--- config.mk ---
export PLATFORM = sky130hd
export DESIGN_NAME = push_pull_gate_drive_pwm
export DESIGN_NICKNAME = d
export VERILOG_FILES = /design/src/include/gate_drive_pkg.sv /design/src/hdl/push_pull_gate_drive_pwm.sv /design/src/hdl/pwm_compare.sv
export SDC_FILE = /design/constraint.sdc
export NUM_CORES = 1
export LEC_CHECK = 0
export BUFFER_PORTS_ARGS = -buffer_cell sky130_fd_sc_hd__buf_2
export CAP_MARGIN = 20
export CORE_UTILIZATION = 45
export DETAILED_ROUTE_END_ITERATION = 10
export PLACE_DENSITY = 0.78
export RECOVER_POWER = 50
export SLEW_MARGIN = 20
export SYNTH_ARGS = -nofsm -noshare
export SYNTH_HDL_FRONTEND = slang
export SYNTH_HIERARCHICAL = 1
export SYNTH_SLANG_ARGS = --single-unit
--- constraint.sdc ---
create_clock -name i_clk -period 2.2 [get_ports i_clk]
set_clock_uncertainty 0.05 [all_clocks]
set_input_delay 0.11 -clock i_clk [delete_from_list [all_inputs] [get_ports i_clk]]
set_output_delay 0.11 -clock i_clk [all_outputs]
set_load 0.02 [all_outputs]
--- src/include/gate_drive_pkg.sv ---
// Purpose: shared constants and carrier types for the push-pull gate drive
// Assumes: one 20 MHz clock, synchronous active-high reset
// Notes: widths fixed; all timing counts derived here
package gate_drive_pkg;

   localparam int CLK_HZ = 20000000;
   // switching half-period (one high-side pwm period), 50 kHz nominal
   localparam int SW_FREQ_HZ = 50000;
   localparam int SW_PERIOD_CYC = CLK_HZ / SW_FREQ_HZ;
   localparam int CNT_W = 9;
   localparam logic [CNT_W-1:0] SW_LAST = CNT_W'(SW_PERIOD_CYC - 1);
   localparam logic [CNT_W-1:0] DUTY_FULL = CNT_W'(SW_PERIOD_CYC);
   localparam logic [CNT_W-1:0] DUTY_RESET = 9'h000;
   // dimming cycle, 100 Hz nominal, counted in switching periods
   localparam int DIM_FREQ_HZ = 100;
   localparam int DIM_PERIODS = SW_FREQ_HZ / DIM_FREQ_HZ;
   localparam int DIM_W = 9;
   localparam logic [DIM_W-1:0] DIM_LAST = DIM_W'(DIM_PERIODS - 1);
   localparam int BRIGHTNESS_LEVEL_INPUT_W = 8;
   // ramp step applied once per switching period
   localparam logic [CNT_W-1:0] RAMP_STEP = 9'h001;

   typedef struct packed
   {
      logic high_side_pwm_drive;
      logic low_side_drive_phase_one;
      logic low_side_drive_phase_two;
   } gate_drive_t;

   typedef struct packed
   {
      logic in_regulation;
      logic fault;
      logic full_duty;
   } loop_status_t;

endpackage : gate_drive_pkg

--- src/hdl/push_pull_gate_drive_pwm.sv ---
`timescale 1ns/1ps
// Purpose: gate-drive timing for a push-pull lamp inverter with dimming
// Assumes: status inputs come from outside and are synchronised here
// Notes: outputs registered; drive state changes only on period boundaries

// Contract
// - low-side drives are 50% squares at half the pwm rate.
// - the two low-side drives are always complementary.
// - high-side pwm runs at twice the low-side frequency.
// - at most one high-side pulse per low-side on interval.
// - high-side and phase one both on means phase two off.
// - phase swap and new high-side pulse start together.
// - full duty holds high-side on continuously, unregulated.
// - high-side pulse width is the power control variable.
// - dimming gates the whole drive on and off above flicker rate.
// - after start-up, dimming on-fraction follows brightness input.
// - duty ramps step by step until regulation, the duty limit, full duty or fault.
module push_pull_gate_drive_pwm (
   // clock and reset
   input wire logic i_clk,
   input wire logic i_sys_rst,
   // control
   input wire logic i_run,
   input wire logic i_startup_done,
   input wire logic [gate_drive_pkg::BRIGHTNESS_LEVEL_INPUT_W-1:0] i_brightness_level_input,
   input wire logic [gate_drive_pkg::CNT_W-1:0] i_duty_limit,
   input wire gate_drive_pkg::loop_status_t i_status,
   // gate drives
   output logic o_high_side_pwm_drive,
   output logic o_low_side_drive_phase_one,
   output logic o_low_side_drive_phase_two,
   // status
   output logic o_drive_active,
   output logic [gate_drive_pkg::CNT_W-1:0] o_duty
);

   ////////////////////////////////////////////////////////////////////////
   // input synchronisers

   logic [2:0] stat_s1_r;
   logic [2:0] stat_s2_r;
   logic run_s1_r;
   logic run_s2_r;
   logic start_s1_r;
   logic start_s2_r;

   always_ff @(posedge i_clk)
   begin
      if (i_sys_rst)
      begin
         stat_s1_r <= 3'h0;
         stat_s2_r <= 3'h0;
         run_s1_r <= 1'b0;
         run_s2_r <= 1'b0;
         start_s1_r <= 1'b0;
         start_s2_r <= 1'b0;
      end
      else
      begin
         stat_s1_r <= i_status;
         stat_s2_r <= stat_s1_r;
         run_s1_r <= i_run;
         run_s2_r <= run_s1_r;
         start_s1_r <= i_startup_done;
         start_s2_r <= start_s1_r;
      end
   end

   gate_drive_pkg::loop_status_t stat;
   assign stat = stat_s2_r;

   ////////////////////////////////////////////////////////////////////////
   // switching period counter

   logic [gate_drive_pkg::CNT_W-1:0] sw_cnt_r;
   logic period_end;
   assign period_end = (sw_cnt_r == gate_drive_pkg::SW_LAST);

   always_ff @(posedge i_clk)
   begin
      if (i_sys_rst || !o_drive_active)
         sw_cnt_r <= '0;
      else if (period_end)
         sw_cnt_r <= '0;
      else
         sw_cnt_r <= sw_cnt_r + 9'h001;
   end

   ////////////////////////////////////////////////////////////////////////
   // dimming cycle: brightness sets the on-fraction

   logic [gate_drive_pkg::DIM_W-1:0] dim_cnt_r;
   logic [gate_drive_pkg::DIM_W-1:0] dim_on_periods;
   logic dim_on;
   // full brightness until start-up finishes, then the level input
   assign dim_on_periods = start_s2_r
      ? gate_drive_pkg::DIM_W'({1'b0, i_brightness_level_input} * 2)
      : gate_drive_pkg::DIM_W'(gate_drive_pkg::DIM_PERIODS);
   assign dim_on = run_s2_r && (dim_cnt_r < dim_on_periods);

   logic [gate_drive_pkg::CNT_W-1:0] tick_cnt_r;
   logic dim_tick;
   assign dim_tick = (tick_cnt_r == gate_drive_pkg::SW_LAST);

   // free-running period clock so dimming still advances during drive-off
   always_ff @(posedge i_clk)
   begin
      if (i_sys_rst || dim_tick)
         tick_cnt_r <= '0;
      else
         tick_cnt_r <= tick_cnt_r + 9'h001;
   end

   always_ff @(posedge i_clk)
   begin
      if (i_sys_rst)
         dim_cnt_r <= '0;
      else if (dim_tick)
         dim_cnt_r <= (dim_cnt_r == gate_drive_pkg::DIM_LAST) ? '0 : dim_cnt_r + 9'h001;
   end

   // drive gating changes only on a period boundary so no pulse is clipped
   always_ff @(posedge i_clk)
   begin
      if (i_sys_rst)
         o_drive_active <= 1'b0;
      else if (!o_drive_active || period_end)
         o_drive_active <= dim_on;
   end

   ////////////////////////////////////////////////////////////////////////
   // duty regulation ramp

   always_ff @(posedge i_clk)
   begin
      if (i_sys_rst || !run_s2_r || stat.fault)
         o_duty <= gate_drive_pkg::DUTY_RESET;
      else if (stat.full_duty)
         o_duty <= gate_drive_pkg::DUTY_FULL;
      else if (period_end && !stat.in_regulation && o_duty < i_duty_limit
               && o_duty < gate_drive_pkg::DUTY_FULL)
         o_duty <= o_duty + gate_drive_pkg::RAMP_STEP;
   end

   ////////////////////////////////////////////////////////////////////////
   // phase toggle and high-side pwm

   // phase restarts at phase one whenever drive resumes
   always_ff @(posedge i_clk)
   begin
      if (i_sys_rst || !o_drive_active)
         o_low_side_drive_phase_one <= 1'b1;
      else if (period_end)
         o_low_side_drive_phase_one <= !o_low_side_drive_phase_one;
   end

   always_ff @(posedge i_clk)
   begin
      if (i_sys_rst || !o_drive_active)
         o_low_side_drive_phase_two <= 1'b0;
      else if (period_end)
         o_low_side_drive_phase_two <= o_low_side_drive_phase_one;
   end

   // gate for the next cycle's pulse: dimming decides only at a boundary
   logic dim_on_next;
   assign dim_on_next = (o_drive_active && !period_end)
      || ((!o_drive_active || period_end) && dim_on);

   // compare uses the counter one cycle ahead so pulse edge aligns with swap
   logic [gate_drive_pkg::CNT_W-1:0] cmp_cnt;
   assign cmp_cnt = (!o_drive_active || period_end) ? '0 : sw_cnt_r + 9'h001;

   pwm_compare #(
      .W(gate_drive_pkg::CNT_W)
   ) u_hs_cmp (
      .i_clk(i_clk),
      .i_sys_rst(i_sys_rst),
      .i_count(cmp_cnt),
      .i_threshold(o_duty),
      .i_enable(dim_on_next),
      .o_level(o_high_side_pwm_drive)
   );
endmodule : push_pull_gate_drive_pwm

--- src/hdl/pwm_compare.sv ---
`timescale 1ns/1ps
// Purpose: compare a free counter with a threshold to give a registered level
// Assumes: same clock as caller
// Notes: threshold equal to the period or above gives a constant high
module pwm_compare #(
   parameter int W = 9
) (
   // clock and reset
   input wire logic i_clk,
   input wire logic i_sys_rst,
   // compare inputs
   input wire logic [W-1:0] i_count,
   input wire logic [W-1:0] i_threshold,
   input wire logic i_enable,
   // level out
   output logic o_level
);

   always_ff @(posedge i_clk)
   begin
      if (i_sys_rst)
         o_level <= 1'b0;
      else
         o_level <= i_enable && (i_count < i_threshold);
   end

endmodule : pwm_compare

# ---- After elaboration in Yosys (flattened, before gate mapping)
# Cells that the tools add are included.
dict set report classes {
  addsub 4
  mul 0
  div 0
  n_lt_le_gt_ge 4
  eq_ne 3
  shifts 0
  mux 5
  bitwise 0
  reduce_logical 21
}
# operator n
set ops {}
lappend ops {{9-bit two-way mux} 5}
lappend ops {{9-bit by 1-bit adder with 9-bit output (second input constant)} 4}
lappend ops {{9-bit equality test (second input constant)} 3}
lappend ops {{9-bit < comparator} 3}
lappend ops {{9-bit < comparator (second input constant)} 1}
lappend ops {{1-bit logical AND} 7}
lappend ops {{1-bit logical OR} 6}
lappend ops {{1-bit logical NOT} 5}
lappend ops {{2-bit OR reduction} 2}
lappend ops {{2-bit nonzero test} 1}
dict set report totals {
  regBits 50
  latch_bits 0
  ramBits 0
  romBits 0
  mem_count 0
}

# ---- Logic depth before layout (Yosys ltp)
# Gate-level depths: netlist of run 1.
dict set report depth {
  word_depth 6
  depth_mapped 11
}

# ---- By module
# The synthesis of run 1 kept the hierarchy.
# module n_inst cells_per_inst area_each_um2
set modules_own_cells {}
lappend modules_own_cells {push_pull_gate_drive_pwm 1 269 2437.3}
lappend modules_own_cells {pwm_compare 1 29 240.2}

# ---- Worst setup path before layout of run 1
# Ideal clock, no wire load.
dict set report synth_path {
  kind {register to register}
  startpoint {register sw_cnt_r[0] (netlist bit)}
  endpoint {register u_hs_cmp.o_level}
  arrival_time_ns 2.123
  setup_slack_ns -0.048
  stages_incl_launch_ff 10
  n_path_buf 0
  synth_period_minus_slack_ns 2.248
  path_cell_list {dfxtp_1 ha_1 and3_1 nand4_2 nand2_1 nor2_1 ha_1 a2111oi_4 o31ai_1 a31oi_1}
}
dict set report synth_via {
  elab_chain_len 5
  elab_cells_between_ends 10
}
# item line
set synth_rtl {}
lappend synth_rtl {{start, declared} push_pull_gate_drive_pwm.sv:75} ;# logic [gate_drive_pkg::CNT_W-1:0] sw_cnt_r;
lappend synth_rtl {{start signal, assigned} push_pull_gate_drive_pwm.sv:86} ;# sw_cnt_r <= sw_cnt_r + 9'h001;
lappend synth_rtl {{branches (longest 2 deep; another with 9-bit by 1-bit adder with 9-bit output)} --}
lappend synth_rtl {{9-bit two-way mux (*)} push_pull_gate_drive_pwm.sv:172} ;# assign cmp_cnt = (!o_drive_active || period_end) ? '0 : sw_cnt_r + 9'h001;
lappend synth_rtl {{net cmp_cnt, one bit} push_pull_gate_drive_pwm.sv:171} ;# logic [gate_drive_pkg::CNT_W-1:0] cmp_cnt;
lappend synth_rtl {{9-bit < comparator (*)} pwm_compare.sv:24} ;# o_level <= i_enable && (i_count < i_threshold);
lappend synth_rtl {{1-bit logical AND (*)} pwm_compare.sv:24}
lappend synth_rtl {{end signal, assigned} pwm_compare.sv:24}
lappend synth_rtl {{end, declared} pwm_compare.sv:16} ;# output logic o_level
# Mark *: on every way through the listed nets, which the timed path passes.
# A chain may end at the register's enable or synchronous reset.

# ---- Worst setup path in the final report of run 1
dict set report layout_path {
  startpoint {register sw_cnt_r[1] (netlist bit)}
  endpoint {register u_hs_cmp.o_level}
}
# Same word-level chain as after synthesis.

==> impl_results.md, run 1 <==
- Ratio of cells with drive above 1 in the final layout: 18.06%
- CTS Root Cell: clkbuf_8
- Synth Cell Area: about 2700 sq um
- Flops & latches, synth: 50
- Most common cell in the netlist: dfxtp_1
- Crit. End Element: register
- Die ar.: 6262 sq um
- Worst-Margin Slew: 0.5026 ns
- Fin crit share: 99.29%
- Number of global-route vias before repair: ~2.1k
- WP data arrival: roughly 2.4 ns
- Die height: ~79 um
- Final net count: ~410
- Number of synthesized flops with an enable pin: 0
- R2r startpoint: sw_cnt_r[1]
- Buffer depth of the longest clock path: 2
- Synth warnings: 6
- IO Count: 37
- Cell Rows: 27
- Mean routed wirelength per cell: approximately 13 um
- Worst-path cell chain: ha_2 -> and3_4 -> nand4_2 -> nand2_2 -> buf_4 -> nor2_1 -> ha_1 -> a2111oi_4 -> o31ai_1 -> a31oi_1
- Antenna Cells: 0
- Area growth syn-to-layout: 21.17%
- Hpwl dp: ~4000 um
- DRC viols: 0
- Via count: 2272
- Endpoints failing hold: 0
- Min cycle time layout: roughly 2.2 ns
- Slowest CP cell: a2111oi_4
- Router iterations before antenna repair: 4
- Critical Path Source: sw_cnt_r[1]
- Worst-skew pair later-pin latency: between 0.2 and 0.3 ns
- Final setup fails: 0
- Post-synthesis cell type with the largest combined area: dfxtp_1
- Slew Limit Fails: 0
- Pin count of the biggest net entering global routing: 24
- Post-route ant nets: 0
- Async SR Flop Fraction: 0%
- Syn Nets: approximately 350
- Static Leak: about 0.0014 uW
- Avg Cell Area, Syn: about 9 sq um
- Placer congestion estimate: just under 0.8
- Commonest cells post-synth: dfxtp_1 (50), nor2_1 (39), ha_1 (27)
- FILL cells: just over 500
- Setup TNS: 0 ns
- Routed WL: 5478 um
- Max-cap viol count: 0
- Pwr Total: between 1500 and 2000 uW
- RSZ-0062 raised after global routing: true
- Power Density: between 500 and 600 nW/um^2
- H-tree depth: 2
- Syn Inst Count: 298
- Max Freq: roughly 460 MHz
- Top FF cell, synth: dfxtp_1
- CP peak stage delay: between 0.3 and 0.4 ns
- CP Class: reg -> reg
- Hold path start: i_sys_rst
- Largest cells by area after synthesis: dfxtp_1 (37%), ha_1 (13%), nor2_1 (5.5%)
- Final non-filler cell total: 432
- Distinct cells, synth: between 40 and 50
- Slew Limit Headroom: 66.42%
- # placed instances: roughly 420
- GRT Total Usage: 18.65%
- Worst vdd ir: 0.3623 mV
- DR iter-0 viols: 68
- Core area: roughly 5600 sq um
- CTS tree: done
- Global-route wire length before repair: around 9200 um
- Worst Hold Class: in -> reg
- Area share of the largest cell type after synthesis: a little under two fifths
- Cts bufs inserted: 5
- Clock-pin slew on the worst setup and hold paths: around 0.090 ns
- Initial core utilization: between 40 and 50%
- Setup WS post-layout: around 0.016 ns
- Die Width: between 70 and 80 um
- IO buf count: 36
- Clock sinks: 50
- GR Overflow Total: 0
- Initial antenna violation count: 0
- Status: completed
- Vias per Instance: about 5.3
- Crit path max fanout: 9
- Post-synthesis sequential area ratio: a little under two fifths
- Worst setup SP type: register
- Place WS: 0.03129 ns
- Req. time, crit path: roughly 2.4 ns
-- layout make-up --
| type | count | area [sq um] | share of cell area, % |
|---|---|---|---|
| clock buffer | 6 | 82.58 | 2.545 |
| sequential | 50 | 1005 | 30.97 |
| multi-input combinational | 221 | 1602 | 49.36 |
| timing repair buffer | 61 | 356.6 | 10.99 |
| tap | 72 | 90.09 | 2.777 |
| clock inverter | 1 | 30.03 | 0.9256 |
| inverter | 21 | 78.83 | 2.430 |
-- per-stage QoR --
stage / util (%) / cell area [sq um] / hold WS (ns)
after global placement: 54.28 / 3044 / 0.2735
after CTS: 57.70 / 3236 / 0.1035
final: 57.85 / 3244 / 0.1138
after detailed placement: 54.28 / 3044 / 0.2726
after floorplan: - / 2680 / 0.1882
after global routing: 57.85 / 3244 / 0.1226
-- worst max-delay path, delay by kind of cell, from the launching register on --
family,cells,cell delay [ns]
flops,1,0.34
simple gates,4,0.49
buf+inv,1,0.15
fa+ha+maj,2,0.43
compound gates,3,0.66
-- cells in the final DEF, fill, tap and decap left out, types with 2 or more instances in the layout --
master	n
dlygate4sd3_1	5
nand2b_1	4
clkbuf_1	15
nand2_1	12
xnor2_1	6
o31ai_1	6
nand3b_1	2
o21a_1	2
nor4_1	3
nand4_1	5
xor2_1	14
or3_1	2
and3_1	8
clkbuf_8	6
a21o_1	4
o31a_1	5
a31oi_1	2
dfxtp_1	47
dfxtp_2	3
inv_1	21
a21oi_1	9
a211o_1	2
ha_1	26
nor3b_1	4
nor2_1	38
nor2b_1	18
nand3_1	10
o21ai_0	7
or2_0	2
buf_4	18
mux2i_1	2
or4_1	3
nor3_1	2
o211ai_1	2
buf_2	23
-- metal layers --
metal | track usage [%] | vias up | routed length [um]
met1 | 21.51 | 1054 | 2474
li1 | - | 1163 | -
met5 | 0 | - | 0
met4 | 6.000 | 0 | 63
met3 | 3.563 | 6 | 193
met2 | 34.22 | 49 | 2746
-- state kept, by name, indices dropped and copies added (netlist names), 3 cells and up --
| signal | count |
|---|---|
| stat_s1_r | 3 |
| o_duty | 9 |
| sw_cnt_r | 9 |
| tick_cnt_r | 9 |
| stat | 3 |
| dim_cnt_r | 9 |
-- path summary, 6_finish.rpt --
path | depth (start not counted) | slack, ns | endpoint
worst max-delay path | 10 | 0.02 | u_hs_cmp/o_level
worst min-delay path | 3 | 0.11 | o_duty[4]
worst max register to register | 10 | 0.02 | u_hs_cmp/o_level
worst min register to register | 1 | 0.39 | run_s2_r
-- where the power goes --
part | internal, uW | leakage, uW | total [uW] | switching [uW]
clock | 364 | 0.0000573 | 650 | 286
sequential | 920 | 0.000407 | 929 | 9.00
combinational | 51.7 | 0.000930 | 102 | 50.4
total | 1340 | 0.00139 | 1680 | 345
-- repair_timing --
action | 4_1_cts | 5_1_grt
endpoints found under the hold margin | 5 | 0
hold buffers | 5 | 0
buffers inserted | 3 | 1
setup endpoints to repair | 1 | 9
pin swaps | 1 | 4
resized for setup | 3 | 8
-- cell families after synthesis --
logic type,synth area share [%]
multiplexers,0.7477
adder cells (fa/ha/maj),12.62
AO/OA/AOI/OAI,12.80
buffers and inverters,3.925
AND/OR/NAND/NOR,25.65
XOR/XNOR,6.869
flip-flops,37.38
Note: power is estimated with default switching activity, not from simulation.
==> inputs of run 2 (changes only) <==
- BUFFER_PORTS_ARGS: -buffer_cell sky130_fd_sc_hd__buf_2 -> not set
- CORE_ASPECT_RATIO: not set -> 2
- DONT_BUFFER_PORTS: not set -> 1
- PLACE_DENSITY: 0.78 -> 0.73
==> impl_results.md, run 2 (same netlist as run 1, synthesis figures left out) <==
- Placer congestion estimate: 0.8363 (+6.9%)
- Critical Path Source: o_duty[5]
- Die ar.: 6282 sq um (+0.31%)
- Req. time, crit path: 2.36 ns (about the same)
- Static Leak: 0.001321 uW (-5.2%)
- Mean routed wirelength per cell: 15.15 um (+19%)
- R2r startpoint: o_duty[5]
- CTS Root Cell: clkbuf_16
- Antenna Cells: 0 (unchanged)
- Clock-pin slew on the worst setup and hold paths: 0.07 ns (-0.02 ns)
- Worst vdd ir: 0.6882 mV (+90%)
- Final net count: 380 (-7.5%)
- Slew Limit Fails: 0 (unchanged)
- Final setup fails: 2 (+2)
- Clock sinks: 50 (unchanged)
- Crit. End Element: register
- Worst-Margin Slew: 0.7864 ns (+0.2838 ns)
- CTS tree: done
- Worst-skew pair later-pin latency: 0.29 ns (about the same)
- Initial core utilization: 46.90% (-0.85 points)
- R2R setup slack: -0.006 ns (-0.02 ns)
- H-tree depth: 2 (unchanged)
- Max Freq: 453.2 MHz (-0.99%)
- Commonest non-fill, non-tap cell in the layout: dfxtp_1
- Cts bufs inserted: 5 (unchanged)
- CP Class: reg -> reg
- Slew Limit Headroom: 47.40% (-19 points)
- Hpwl dp: 4512 um (+10%)
- Die Width: 56.55 um (-29%)
- Worst setup SP type: register
- DR iter-0 viols: 53 (-22%)
- GRT Total Usage: 20.13% (+1.5 points)
- Router iterations before antenna repair: 4 (unchanged)
- Endpoints failing hold: 0 (unchanged)
- DRC viols: 0 (unchanged)
- Crit path max fanout: 13 (+4)
- Min cycle time layout: 2.206 ns (+0.02183 ns)
- Fin crit share: 100.3% (+0.99 points)
- Place WS: -0.002303 ns (-0.03360 ns)
- Cell Rows: 39 (+44%)
- Global-route wire length before repair: 9991 um (+8.9%)
- Number of global-route vias before repair: 2370 (+10%)
- Vias per Instance: 5.639 (+7.2%)
- Routed WL: 5923 um (+8.1%)
- Worst Hold Class: in -> reg
- IO Count: 37 (unchanged)
- Buffer depth of the longest clock path: 2 (unchanged)
- Post-route ant nets: 0 (unchanged)
- Buffers & Inverters on Critical Path: 1 (unchanged)
- CP peak stage delay: 0.49 ns (+0.14 ns)
- Crit-path leading delay family: compound AO/OA/AOI/OAI gates
- Cell count along the critical path: 6 (-4)
- Via count: 2205 (-2.9%)
- Instance area at placement: 2880 sq um (-5.4%)
- Most frequent cells in the layout: dfxtp_1 (48), nor2_1 (37), ha_1 (26)
- Pin count of the biggest net entering global routing: 20 (-17%)
- Pwr Total: 2007 uW (+19%)
- Finished layout cell area: 3152 sq um (-2.9%)
- Status: complete, but fails checks
- Slowest CP cell: or4_1
- Max-cap viol count: 0 (unchanged)
- RSZ-0062 raised after global routing: true
- Core area: 5709 sq um (+1.8%)
- IO buf count: 0 (-100%)
- Area growth syn-to-layout: 17.71%
- Worst-path cell chain: clkbuf_1 -> o311a_1 -> a31oi_4 -> nand3b_4 -> or4_1 -> a21oi_1
- Setup WS post-layout: -0.006301 ns (-0.02183 ns)
- Failing checks: setup timing
- Die height: 111.1 um (+40%)
- Power Density: 636.9 nW/um^2 (+23%)
- Worst Reg-to-Reg Cells: 6 (-4)
- Worst reg2reg endpoint: o_duty[3]
- Ratio of cells with drive above 1 in the final layout: 11.82% (-6.2 points)
- Initial antenna violation count: 0 (unchanged)
- Setup crit end: o_duty[3]
- WP data arrival: 2.37 ns (about the same)
- FILL cells: 545 (+8.3%)
- GR Overflow Total: 0 (unchanged)
run 2: changes by cell type in the layout (fill, tap and decap cells not counted), moves of 3 or more:
cell	previous run	this run
buf_4	18	15
clkbuf_1	15	9
buf_2	23	0
clkbuf_16	0	5
clkbuf_8	6	0
run 2: final cells by class:
class,instances,area [sq um],share of cell area [%]
Clock buffer,5,125.1,3.970
Clock inverter,3,68.82,2.183
Inverter,21,78.83,2.501
Multi-Input combinational cell,221,1593,50.54
Sequential cell,50,1003,31.84
Tap cell,61,76.32,2.422
Timing Repair Buffer,30,206.4,6.550
run 2: metal layers:
metal / global-route usage [%] / up-vias / part of all wire, %
met5: 0 / - / 0
met4: 11.87 / 0 / 3.7
met3: 4.551 / 19 / 4.1
met2: 40.00 / 45 / 59
met1: 16.74 / 1037 / 33
li1: - / 1104 / -
run 2: report_power, final:
part | leakage, uW | total, uW | switching [uW] | internal, uW
clock | 0.0000940 | 994 | 341 | 653
sequential | 0.000407 | 931 | 10.2 | 921
combinational | 0.000821 | 82.8 | 42.3 | 40.5
total | 0.00132 | 2010 | 393 | 1610
run 2: worst min path at each step:
stage | start | to | slack, ns | cells after the start
3_5_place_dp | i_sys_rst | run_s2_r | 0.14 | 1
3_3_place_gp | i_sys_rst | sw_cnt_r[2] | 0.14 | 1
6_report | i_sys_rst | sw_cnt_r[0] | 0.04 | 2
2_1_floorplan | i_run | run_s1_r | 0.19 | 1
4_1_cts | i_sys_rst | tick_cnt_r[1] | 0.04 | 2
5_1_grt | i_sys_rst | sw_cnt_r[0] | 0.05 | 2
run 2: repair_timing:
action                                 in CTS  in global routing
pin swaps                                   1                  4
hold buffers                                6                  0
setup endpoints to repair                   1                  8
endpoints found under the hold margin      20                  0
setup buffers                               3                  1
resized for setup                           3                  6
run 2: per-stage QoR:
| stage | cells | util (%) | hold slack, ns | setup TNS (ns) |
|---|---|---|---|---|
| after floorplan | 298 | - | 0.1882 | 0 |
| after global placement | 373 | 50.45 | 0.1358 | 0 |
| after detailed placement | 373 | 50.45 | 0.1368 | -0.002303 |
| after CTS | 390 | 55.40 | 0.03551 | 0 |
| after global routing | 391 | 55.20 | 0.05072 | -0.2782 |
| final | 391 | 55.20 | 0.04175 | -0.01075 |
